## src/smt_consts.vh

```
`ifndef SMT_CONSTS_VH
`define SMT_CONSTS_VH

// Register offsets on the host register port
`define SMT_ADDR_MODE_CTL 8'h0A
`define SMT_ADDR_INTERVAL_HIGH 8'h0B
`define SMT_ADDR_INTERVAL_LOW 8'h0C
`define SMT_ADDR_THRESH_HIGH 8'h0D
`define SMT_ADDR_THRESH_LOW 8'h0E

// Reset values
`define SMT_RST_MODE_CTL 8'h00
`define SMT_RST_INTERVAL_HIGH 8'h80
`define SMT_RST_INTERVAL_LOW 8'h00
`define SMT_RST_THRESH_HIGH 8'h00
`define SMT_RST_THRESH_LOW 8'h00

// Field positions
`define SMT_CTL_RUN 0
`define SMT_CTL_IND_EN 1
`define SMT_CTL_MODE_HI 7
`define SMT_CTL_MODE_LO 6
`define SMT_IVH_UNIT 7

// Mode encodings of control bits 7:6
`define SMT_MODE_NORMAL1 2'b00
`define SMT_MODE_NORMAL2 2'b01
`define SMT_MODE_STANDBY1 2'b10
`define SMT_MODE_STANDBY2 2'b11

// Timing: clock period and one millisecond, both in ns
`define SMT_CLK_PERIOD_NS 4
`define SMT_MS_NS 1000000
`define SMT_MS_CYCLES (`SMT_MS_NS / `SMT_CLK_PERIOD_NS)
`define SMT_MS_PER_S 1000

`endif

```

## src/smt_interval_timer.v

```verilog
`timescale 1ns/10ps
`include "smt_consts.vh"

module smt_interval_timer #(
  parameter MS_CYCLES = `SMT_MS_CYCLES,
  parameter MS_PER_S = `SMT_MS_PER_S
) (
  input wire ref_clk,
  input wire nrst,
  input wire run,
  input wire unit_sec,
  input wire [14:0] interval,
  output reg wake
);

  reg [17:0] pre_cnt;
  reg [9:0] ms_cnt;
  reg [14:0] unit_cnt;
  wire ms_tick;
  wire unit_tick;
  wire [14:0] last_unit;

  assign ms_tick = (pre_cnt == MS_CYCLES[17:0] - 18'h0_0001);
  // Seconds are built from millisecond ticks to share one prescaler
  assign unit_tick = ms_tick &
    (!unit_sec || (ms_cnt == MS_PER_S[9:0] - 10'h001));
  // A zero interval is treated as one unit so the wakeup never stalls
  assign last_unit = (interval == 15'h0000) ? 15'h0000
                                             : interval - 15'h0001;

  // Prescaler, unit and interval counters; all restart when idle
  always @(posedge ref_clk) begin
    if (!nrst || !run) begin
      pre_cnt <= 18'h0_0000;
      ms_cnt <= 10'h000;
      unit_cnt <= 15'h0000;
      wake <= 1'b0;
    end else begin
      wake <= 1'b0;
      pre_cnt <= ms_tick ? 18'h0_0000 : pre_cnt + 18'h0_0001;
      if (ms_tick) begin
        ms_cnt <= (unit_tick || !unit_sec) ? 10'h000 : ms_cnt + 10'h001;
      end
      if (unit_tick) begin
        if (unit_cnt >= last_unit) begin
          unit_cnt <= 15'h0000;
          wake <= 1'b1;
        end else begin
          unit_cnt <= unit_cnt + 15'h0001;
        end
      end
    end
  end

endmodule // smt_interval_timer

```

## src/smt_standby_regs.v

```verilog
`timescale 1ns/10ps
`include "smt_consts.vh"

module smt_standby_regs #(
  parameter MS_CYCLES = `SMT_MS_CYCLES
) (
  input wire ref_clk,
  input wire nrst,
  input wire [7:0] reg_addr,
  input wire [7:0] reg_wdata,
  input wire reg_wr,
  output reg [7:0] reg_rdata,
  output reg stopped,
  output reg [1:0] active_mode,
  output reg mode_change_indicator,
  output reg standby_wake,
  output reg interval_unit_sec,
  output reg [14:0] standby_interval,
  output reg [15:0] standby_current_threshold
);

  reg [7:0] mode_ctl;
  reg [7:0] interval_high;
  reg [7:0] interval_low;
  reg [7:0] thresh_high;
  reg [7:0] thresh_low;
  reg running;
  reg [7:0] next_rdata;
  wire in_standby;
  wire next_running;
  wire [1:0] next_mode;
  wire timer_wake;

  // Register writes from the host serial port decoder
  always @(posedge ref_clk) begin
    if (!nrst) begin
      mode_ctl <= `SMT_RST_MODE_CTL;
      interval_high <= `SMT_RST_INTERVAL_HIGH;
      interval_low <= `SMT_RST_INTERVAL_LOW;
      thresh_high <= `SMT_RST_THRESH_HIGH;
      thresh_low <= `SMT_RST_THRESH_LOW;
    end else if (reg_wr) begin
      if (reg_addr == `SMT_ADDR_MODE_CTL) begin
        mode_ctl <= reg_wdata;
      end else if (reg_addr == `SMT_ADDR_INTERVAL_HIGH) begin
        interval_high <= reg_wdata;
      end else if (reg_addr == `SMT_ADDR_INTERVAL_LOW) begin
        interval_low <= reg_wdata;
      end else if (reg_addr == `SMT_ADDR_THRESH_HIGH) begin
        thresh_high <= reg_wdata;
      end else if (reg_addr == `SMT_ADDR_THRESH_LOW) begin
        thresh_low <= reg_wdata;
      end
    end
  end

  // Read mux; unmapped offsets read as zero
  always @* begin
    next_rdata = 8'h00;
    if (reg_addr == `SMT_ADDR_MODE_CTL) begin
      next_rdata = mode_ctl;
    end else if (reg_addr == `SMT_ADDR_INTERVAL_HIGH) begin
      next_rdata = interval_high;
    end else if (reg_addr == `SMT_ADDR_INTERVAL_LOW) begin
      next_rdata = interval_low;
    end else if (reg_addr == `SMT_ADDR_THRESH_HIGH) begin
      next_rdata = thresh_high;
    end else if (reg_addr == `SMT_ADDR_THRESH_LOW) begin
      next_rdata = thresh_low;
    end
  end

  // Mode selection only takes effect once released from STOP
  assign next_running = mode_ctl[`SMT_CTL_RUN];
  assign next_mode = mode_ctl[`SMT_CTL_MODE_HI:`SMT_CTL_MODE_LO];
  assign in_standby = running & active_mode[1];

  // Operating state and registered outputs
  always @(posedge ref_clk) begin
    if (!nrst) begin
      running <= 1'b0;
      stopped <= 1'b1;
      active_mode <= `SMT_MODE_NORMAL1;
      mode_change_indicator <= 1'b0;
      standby_wake <= 1'b0;
      interval_unit_sec <= 1'b1;
      standby_interval <= 15'h0000;
      standby_current_threshold <= 16'h0000;
      reg_rdata <= 8'h00;
    end else begin
      running <= next_running;
      stopped <= !next_running;
      // Mode is held in STOP so the last selection is visible
      if (next_running) begin
        active_mode <= next_mode;
      end
      // One pulse per standby to normal transition made without passing through STOP, if enabled
      mode_change_indicator <= mode_ctl[`SMT_CTL_IND_EN] & in_standby &
        next_running & !next_mode[1];
      standby_wake <= timer_wake & in_standby;
      interval_unit_sec <= interval_high[`SMT_IVH_UNIT];
      standby_interval <= {interval_high[6:0], interval_low};
      standby_current_threshold <= {thresh_high, thresh_low};
      reg_rdata <= next_rdata;
    end
  end

  // Interval timer runs only in a standby mode; stale count is dropped
  smt_interval_timer #(
    .MS_CYCLES(MS_CYCLES),
    .MS_PER_S(`SMT_MS_PER_S)
  ) u_timer (
    .ref_clk(ref_clk),
    .nrst(nrst),
    .run(in_standby),
    .unit_sec(interval_unit_sec),
    .interval(standby_interval),
    .wake(timer_wake)
  );

endmodule // smt_standby_regs

```

## config.mk

```make
export PLATFORM = sky130hd
export DESIGN_NAME = smt_standby_regs
export DESIGN_NICKNAME = d
export VERILOG_FILES = /design/src/smt_interval_timer.v /design/src/smt_standby_regs.v
export VERILOG_INCLUDE_DIRS = /design/src
export SDC_FILE = /design/constraint.sdc
export NUM_CORES = 1
export LEC_CHECK = 0
export BUFFER_PORTS_ARGS = -buffer_cell sky130_fd_sc_hd__clkbuf_2
export CORE_UTILIZATION = 40
export CTS_BUF_LIST = sky130_fd_sc_hd__clkbuf_8
export CTS_CLUSTER_SIZE = 16
export DETAILED_ROUTE_END_ITERATION = 16
export PLACE_DENSITY_LB_ADDON = 0.3
export SLEW_MARGIN = 20
export SYNTH_ARGS = -nofsm -noshare
export SYNTH_HDL_FRONTEND = slang
export SYNTH_SLANG_ARGS = --single-unit
```

## constraint.sdc

```tcl
create_clock -name ref_clk -period 4.9 [get_ports ref_clk]
set_input_delay 0.245 -clock ref_clk [delete_from_list [all_inputs] [get_ports ref_clk]]
set_output_delay 0.245 -clock ref_clk [all_outputs]
set_load 0.02 [all_outputs]
```

==> results of run 1 <==
==> synthesized netlist by cell type, types with 2 or more instances <==
cell	number
dfxtp_1	130
a22oi_1	12
ha_1	19
nand3_1	46
nor4b_2	3
buf_2	7
nand2_1	76
and3_1	10
nor3_1	7
nor4_2	2
or3_1	2
xor2_1	31
clkbuf_1	15
and2_1	35
or4_1	2
nor2_2	4
nand2b_1	2
xnor2_1	15
nor4_1	3
nor2b_1	20
mux2i_1	23
a21oi_1	13
a21boi_0	31
nor2_1	53
mux2_2	4
inv_1	9
nand4_1	13
or2_2	2
and4_1	3
buf_1	2
o21ai_0	13
==> cell type report <==
class	instances	share of cell area
multi-input cells	458	0.4476
clock buffers	19	0.03947
inverters	9	0.005099
clock inverters	13	0.03003
flip-flops and latches	130	0.3928
well taps	180	0.03399
repair buffers	66	0.05099
==> worst max-delay path: stages (launching register included) <==
cell     delay, ps
dfxtp_1        370
or4_1          620
nor4_2         330
nand3_1        400
nand2_1        190
ha_1           150
nand2_1         40
o21ai_0        170
a21oi_1         90
o41ai_1        460
a21o_2         410
nor2_1         100
==> report_power, final <==
part | leakage (nW) | switching [mW] | internal, mW
logic | 1.26 | 0.0289 | 0.0166
clock network | 0.231 | 0.435 | 0.591
registers | 1.05 | 0.000483 | 1.06
==> per-layer routing <==
layer,vias to the layer above,GRT usage
li1,2250,-
met1,2079,0.2362
met2,79,0.2962
met3,12,0.04558
met4,0,0.07870
met5,-,0
==> per-stage QoR <==
step / utilization / hold WS, ps / instance area [sq um]
floorplan: - / 392.5 / 5698
global placement: 0.4435 / 399.3 / 6156
detailed placement: 0.4435 / 404.4 / 6156
CTS: 0.4767 / 106.6 / 6616
global route: 0.4773 / 132.6 / 6625
finish: 0.4773 / 139.8 / 6625
==> state kept, by name, summed over array words and instances, names as in the netlist, 8 cells and up <==
register                   count
interval_low                   8
standby_interval              15
thresh_low                     8
mode_ctl                       8
standby_current_threshold     16
u_timer.ms_cnt                10
u_timer.unit_cnt              15
interval_high                  8
thresh_high                    8
reg_rdata                      8
u_timer.pre_cnt               18
==> path summary, 6_finish.rpt <==
check,end,slack [ps],cells past startpoint
max reg2reg,u_timer.unit_cnt[0],1440,11
max,u_timer.unit_cnt[0],1440,11
min reg2reg,standby_wake,410,2
min,thresh_high[4],140,3
==> cells by family after synthesis <==
group	after synthesis
muxes	27
xor gates and xnor gates	46
adders and majority gates	19
buffers and inverters	35
AOI/OAI and AO/OA	74
and+or+nand+nor	292
DFF	130
==> results by group, run 1 <==
Status
  • Outcome: complete, no violations

Logic synthesis
  • Synth Area in Simple Gates: 0.2694
  • Synth Area in Compound Gates: 0.08652
  • Yosys cell types: 47
  • Top-area cell type share of the netlist area: 0.4567
  • Main combinational cell family by area after synthesis: simple AND/OR/NAND/NOR gates
  • Synth area leaders: dfxtp_1, nand2_1, xor2_1, ha_1, a21boi_0
  • Prevailing post-synth register cell: dfxtp_1
  • EDFF count, synth: 0
  • Xor-xnor portion of the synthesized cell area: 0.07071
  • Post-synthesis register bit count: 130
  • Seq/Total Area, Yosys: 0.4567
  • Syn_nets: 661
  • Post-Syn Area: 5698 sq um
  • Top cell type by total area after synthesis: dfxtp_1
  • Yosys warnings: 0
  • Syn Area/Cell: 9.146 sq um
  • Post-Synthesis Cells: 623
  • Asr flop ratio synth: 0
  • Adder-Cell Fraction of Synth Area: 0.04172
  • Mux contribution to synthesized area: 0.04831

CTS
  • CTS Sinks: 130
  • Root Buffer Master: clkbuf_8
  • Total CTS buffers: 17
  • Post_cts resized: 0
  • H-tree Lvls: 4
  • Maximum clock insertion buffer count: 2
  • Post-CTS setup buffer count: 0
  • CTS tree: built
  • Worst-path clk slew: 80 ps
  • Cts-stage hold buffer count: 0
  • Clk_lat worst skew: 440 ps

Timing
  • Final hold vios: 0
  • Setup TNS: 0 ps
  • Worst-case clock skew: 10.69 ps
  • Worst Tran Pin Value: 711.8 ps
  • Final Max Tran Viols: 0
  • Final setup vio count: 0
  • Fmax achieved: 0.2887 GHz
  • Tcrit/Tclk final: 0.7069
  • Final WS setup: 1436 ps
  • Slew HR: 0.5234
  • Min Tclk post-route: 3464 ps
  • RSZ-0062 raised after global routing: no

Routing
  • Pre-antenna DRT Iters: 5
  • Top Metal Used: met4
  • Routed vias/inst: 5.051
  • Drc violations: 0
  • WL final: 12.69 mm
  • 1st-iter DRT viols: 261
  • Met1 wire length: 5.907 mm
  • DR WL/cell: 14.50 um
  • DR vias: 4420
  • Post-DRT Antenna Nets: 0
  • Met2 Routed Length: 6.098 mm
  • Metal3 WL: 519 um

GRT
  • First-pass GRT wire length: 21.13 mm
  • Vias in the first global route: 4353
  • GRT Total Usage: 0.1853
  • Largest net degree at the start of global routing: 85
  • GR Overflow Total: 0
  • Initial antenna violation count: 0

Job
  • Maxcap violations: 0

Power and ir drop
  • Power per cell area: 321.3 nW/um^2
  • VDD IR max: 0.2117 mV
  • Pwr Total: 2.128 mW
  • Leakage: 2.535 nW

Finish
  • Most common cell after layout, fill and taps aside: dfxtp_1
  • Non-filler instance count after layout: 875
  • Fillers: 1332
  • Area occupied by multi-input gates: 2965 sq um
  • Area Overhead vs Synth: 16.27%
  • Nets: 720
  • Antenna cells: 0
  • Ratio of cells with drive above 1 in the final layout: 0.1741
  • Reg area: 2603 sq um
  • Commonest non-fill, non-tap cells in the layout: dfxtp_1, nand2_1, clkbuf_2, nor2_1, nand3_1

Worst setup path
  • Critical Path RT: 5210 ps
  • Worst Setup SP: standby_interval[6]
  • CP Class: reg -> reg
  • CP Launch Type: flop
  • Worst Path Arrival: 3770 ps
  • CP endpoint kind: flop
  • Worst r2r src: standby_interval[6]
  • CP Max Fanout: 15

Place
  • DP HPWL: 9.225 mm
  • Number of buffers inserted by port buffering: 63
  • Dpl cells: 843
  • Routability Congestion: 0.8711
  • Setup Slack @ Placement: 1428 ps

Floorplan
  • Num ports: 64
  • Die Wd: 121.4 um
  • Core Area: 13880 sq um
  • Row count: 43
  • Initial Utilization: 0.4105
  • Die Span Y: 121.4 um
  • Die area: 14730 sq um

Min path
  • Hold path startpoint: reg_wdata[4]
  • Hold Path Class: in -> reg
Note: power is estimated with default switching activity, not from simulation.
==> inputs of run 2 (changes only) <==
==> constraint.sdc (replaced) <==
create_clock -name ref_clk -period 2.95 [get_ports ref_clk]
set_input_delay 0.1475 -clock ref_clk [delete_from_list [all_inputs] [get_ports ref_clk]]
set_output_delay 0.1475 -clock ref_clk [all_outputs]
set_load 0.02 [all_outputs]
==> results by group, run 2 (synthesis gave the netlist of run 1 again) <==
Finish
  • Largest regs: u_timer.pre_cnt: 18 flops, standby_current_threshold: 16 flops
  • Largest Register: u_timer.pre_cnt
  • Ratio of cells with drive above 1 in the final layout: 0.1946
  • Fillers: 1334
  • Most common cell after layout, fill and taps aside: dfxtp_1
  • Final instance area: 6711 sq um
  • Nets: 734
  • Max reg flops: 18
  • Antenna cells: 0
  • Non-filler instance count after layout: 889
  • Area Overhead vs Synth: 17.79%
  • Commonest non-fill, non-tap cells in the layout: dfxtp_1, nand2_1, clkbuf_2, nor2_1, nand3_1

Timing
  • Final Max Tran Viols: 0
  • Min Tclk post-route: 3039 ps
  • RSZ-0062 raised after global routing: yes
  • Tcrit/Tclk final: 1.030
  • Slew HR: 0.5931
  • Final WS setup: -89.42 ps
  • Final hold vios: 0
  • Fmax achieved: 0.3290 GHz
  • Worst-case clock skew: 13.62 ps
  • Final setup vio count: 16
  • Setup TNS: -1036 ps
  • Worst Tran Pin Value: 610.3 ps

CTS
  • Root Buffer Master: clkbuf_8
  • Total CTS buffers: 17
  • Clk_lat worst skew: 440 ps
  • CTS tree: built
  • Cts-stage hold buffer count: 0
  • H-tree Lvls: 4
  • CTS Sinks: 130
  • Maximum clock insertion buffer count: 2
  • Worst-path clk slew: 70 ps

Worst setup path
  • Critical Path, Cell by Cell: or4_4, or3_4, inv_1, nand2_1, xnor2_1, nand2_1, ha_1, nand4_1, o41ai_2, a21o_2, buf_12, nor2_1
  • CP Launch Type: flop
  • CP endpoint kind: flop
  • Crit-path slowest cell: or4_4
  • Cell mode on critical path: nand2_1
  • Critical Path RT: 3270 ps
  • Worst r2r src: standby_interval[1]
  • Flop-to-flop setup slack: -90 ps
  • Worst R2R Path Depth: 12
  • CP Class: reg -> reg
  • Worst Path Arrival: 3360 ps
  • Reg2Reg Capture Point: u_timer.unit_cnt[1]
  • Slowest stage delay, CP: 540 ps
  • CP Max Fanout: 15

Floorplan
  • Num ports: 64
  • Die Wd: 121.4 um
  • Die area: 14730 sq um
  • Initial Utilization: 0.4105
  • Row count: 43
  • Die Span Y: 121.4 um
  • Core Area: 13880 sq um

Min path
  • Hold path startpoint: reg_wdata[4]
  • Hold Path Class: in -> reg
  • Hold path cells: 3
  • Worst Hold Path EP: interval_high[4]

Place
  • Dpl cells: 855
  • Post-Place Cell Area: 6279 sq um
  • DP HPWL: 9.282 mm
  • Number of buffers inserted by port buffering: 63
  • Routability Congestion: 0.8029
  • Setup Slack @ Placement: -71.00 ps

GRT
  • GRT Total Usage: 0.1876
  • Initial antenna violation count: 0
  • Largest net degree at the start of global routing: 84
  • First-pass GRT wire length: 21.25 mm
  • GR Overflow Total: 0
  • Vias in the first global route: 4365

Routing
  • Post-DRT Antenna Nets: 0
  • Pre-antenna DRT Iters: 5
  • Routed vias/inst: 5.080
  • Drc violations: 0
  • 1st-iter DRT viols: 203
  • WL final: 12.88 mm
  • DR WL/cell: 14.49 um
  • DR vias: 4516

Job
  • Maxcap violations: 0

Power and ir drop
  • Power per cell area: 492.6 nW/um^2
  • Leakage: 2.587 nW
  • Pwr Total: 3.306 mW
  • VDD IR max: 0.2725 mV

Status
  • Failing checks: negative setup slack
  • Outcome: finished, violations left
==> run 2: critical path: cells and delay by family (launching register included) <==
kind                     cells  cell delay [ps]
buffers and inverters        2              220
adder cells (fa/ha/maj)      1              280
flip-flops                   1              320
XOR/XNOR                     1              150
AO/OA/AOI/OAI                2              670
AND/OR/NAND/NOR              6             1290
==> run 2: report_power, final <==
group	switching (mW)	internal, mW
sequential	0.000794	1.76
combinational	0.0497	0.0319
clock	0.665	0.803
total	0.716	2.59
==> run 2: what timing repair did <==
action	in CTS	in global routing
setup buffers	1	1
pin swaps	1	5
setup endpoints to repair	15	16
resized for setup	2	4
endpoints found under the hold margin	0	0
cloned	0	0
==> run 2: how the worst max path moves through the flow <==
stage                   startpoint  cells after the start                   end
2_1_floorplan  standby_interval[1]                     13  u_timer.unit_cnt[10]
3_3_place_gp   standby_interval[1]                     13   u_timer.unit_cnt[2]
3_5_place_dp   standby_interval[1]                     13  u_timer.unit_cnt[11]
4_1_cts        standby_interval[0]                     17   u_timer.unit_cnt[1]
5_1_grt        standby_interval[1]                     11   u_timer.unit_cnt[1]
6_report       standby_interval[1]                     12   u_timer.unit_cnt[1]
==> run 2: per-layer routing <==
metal / GRT usage / wire [um]
met5: 0 / 0
met1: 0.2254 / 5662
met3: 0.06203 / 635
met4: 0.07870 / 259
met2: 0.3050 / 6326
==> run 2: layout make-up <==
cell class / instances / area (sq um) / share of cell area
clock buffer: 20 / 275.3 / 0.04101
clock inverter: 12 / 116.4 / 0.01734
inverter: 9 / 33.78 / 0.005034
multi-input combinational: 458 / 3003 / 0.4474
sequential: 130 / 2603 / 0.3878
tap: 180 / 225.2 / 0.03356
timing repair buffer: 80 / 455.4 / 0.06786
==> run 2: through the flow <==
step                  util  hold WS, ps
floorplan                -        295.0
global placement    0.4523        401.3
detailed placement  0.4523        412.6
CTS                 0.4822        16.28
global route        0.4835        22.40
finish              0.4835        35.65
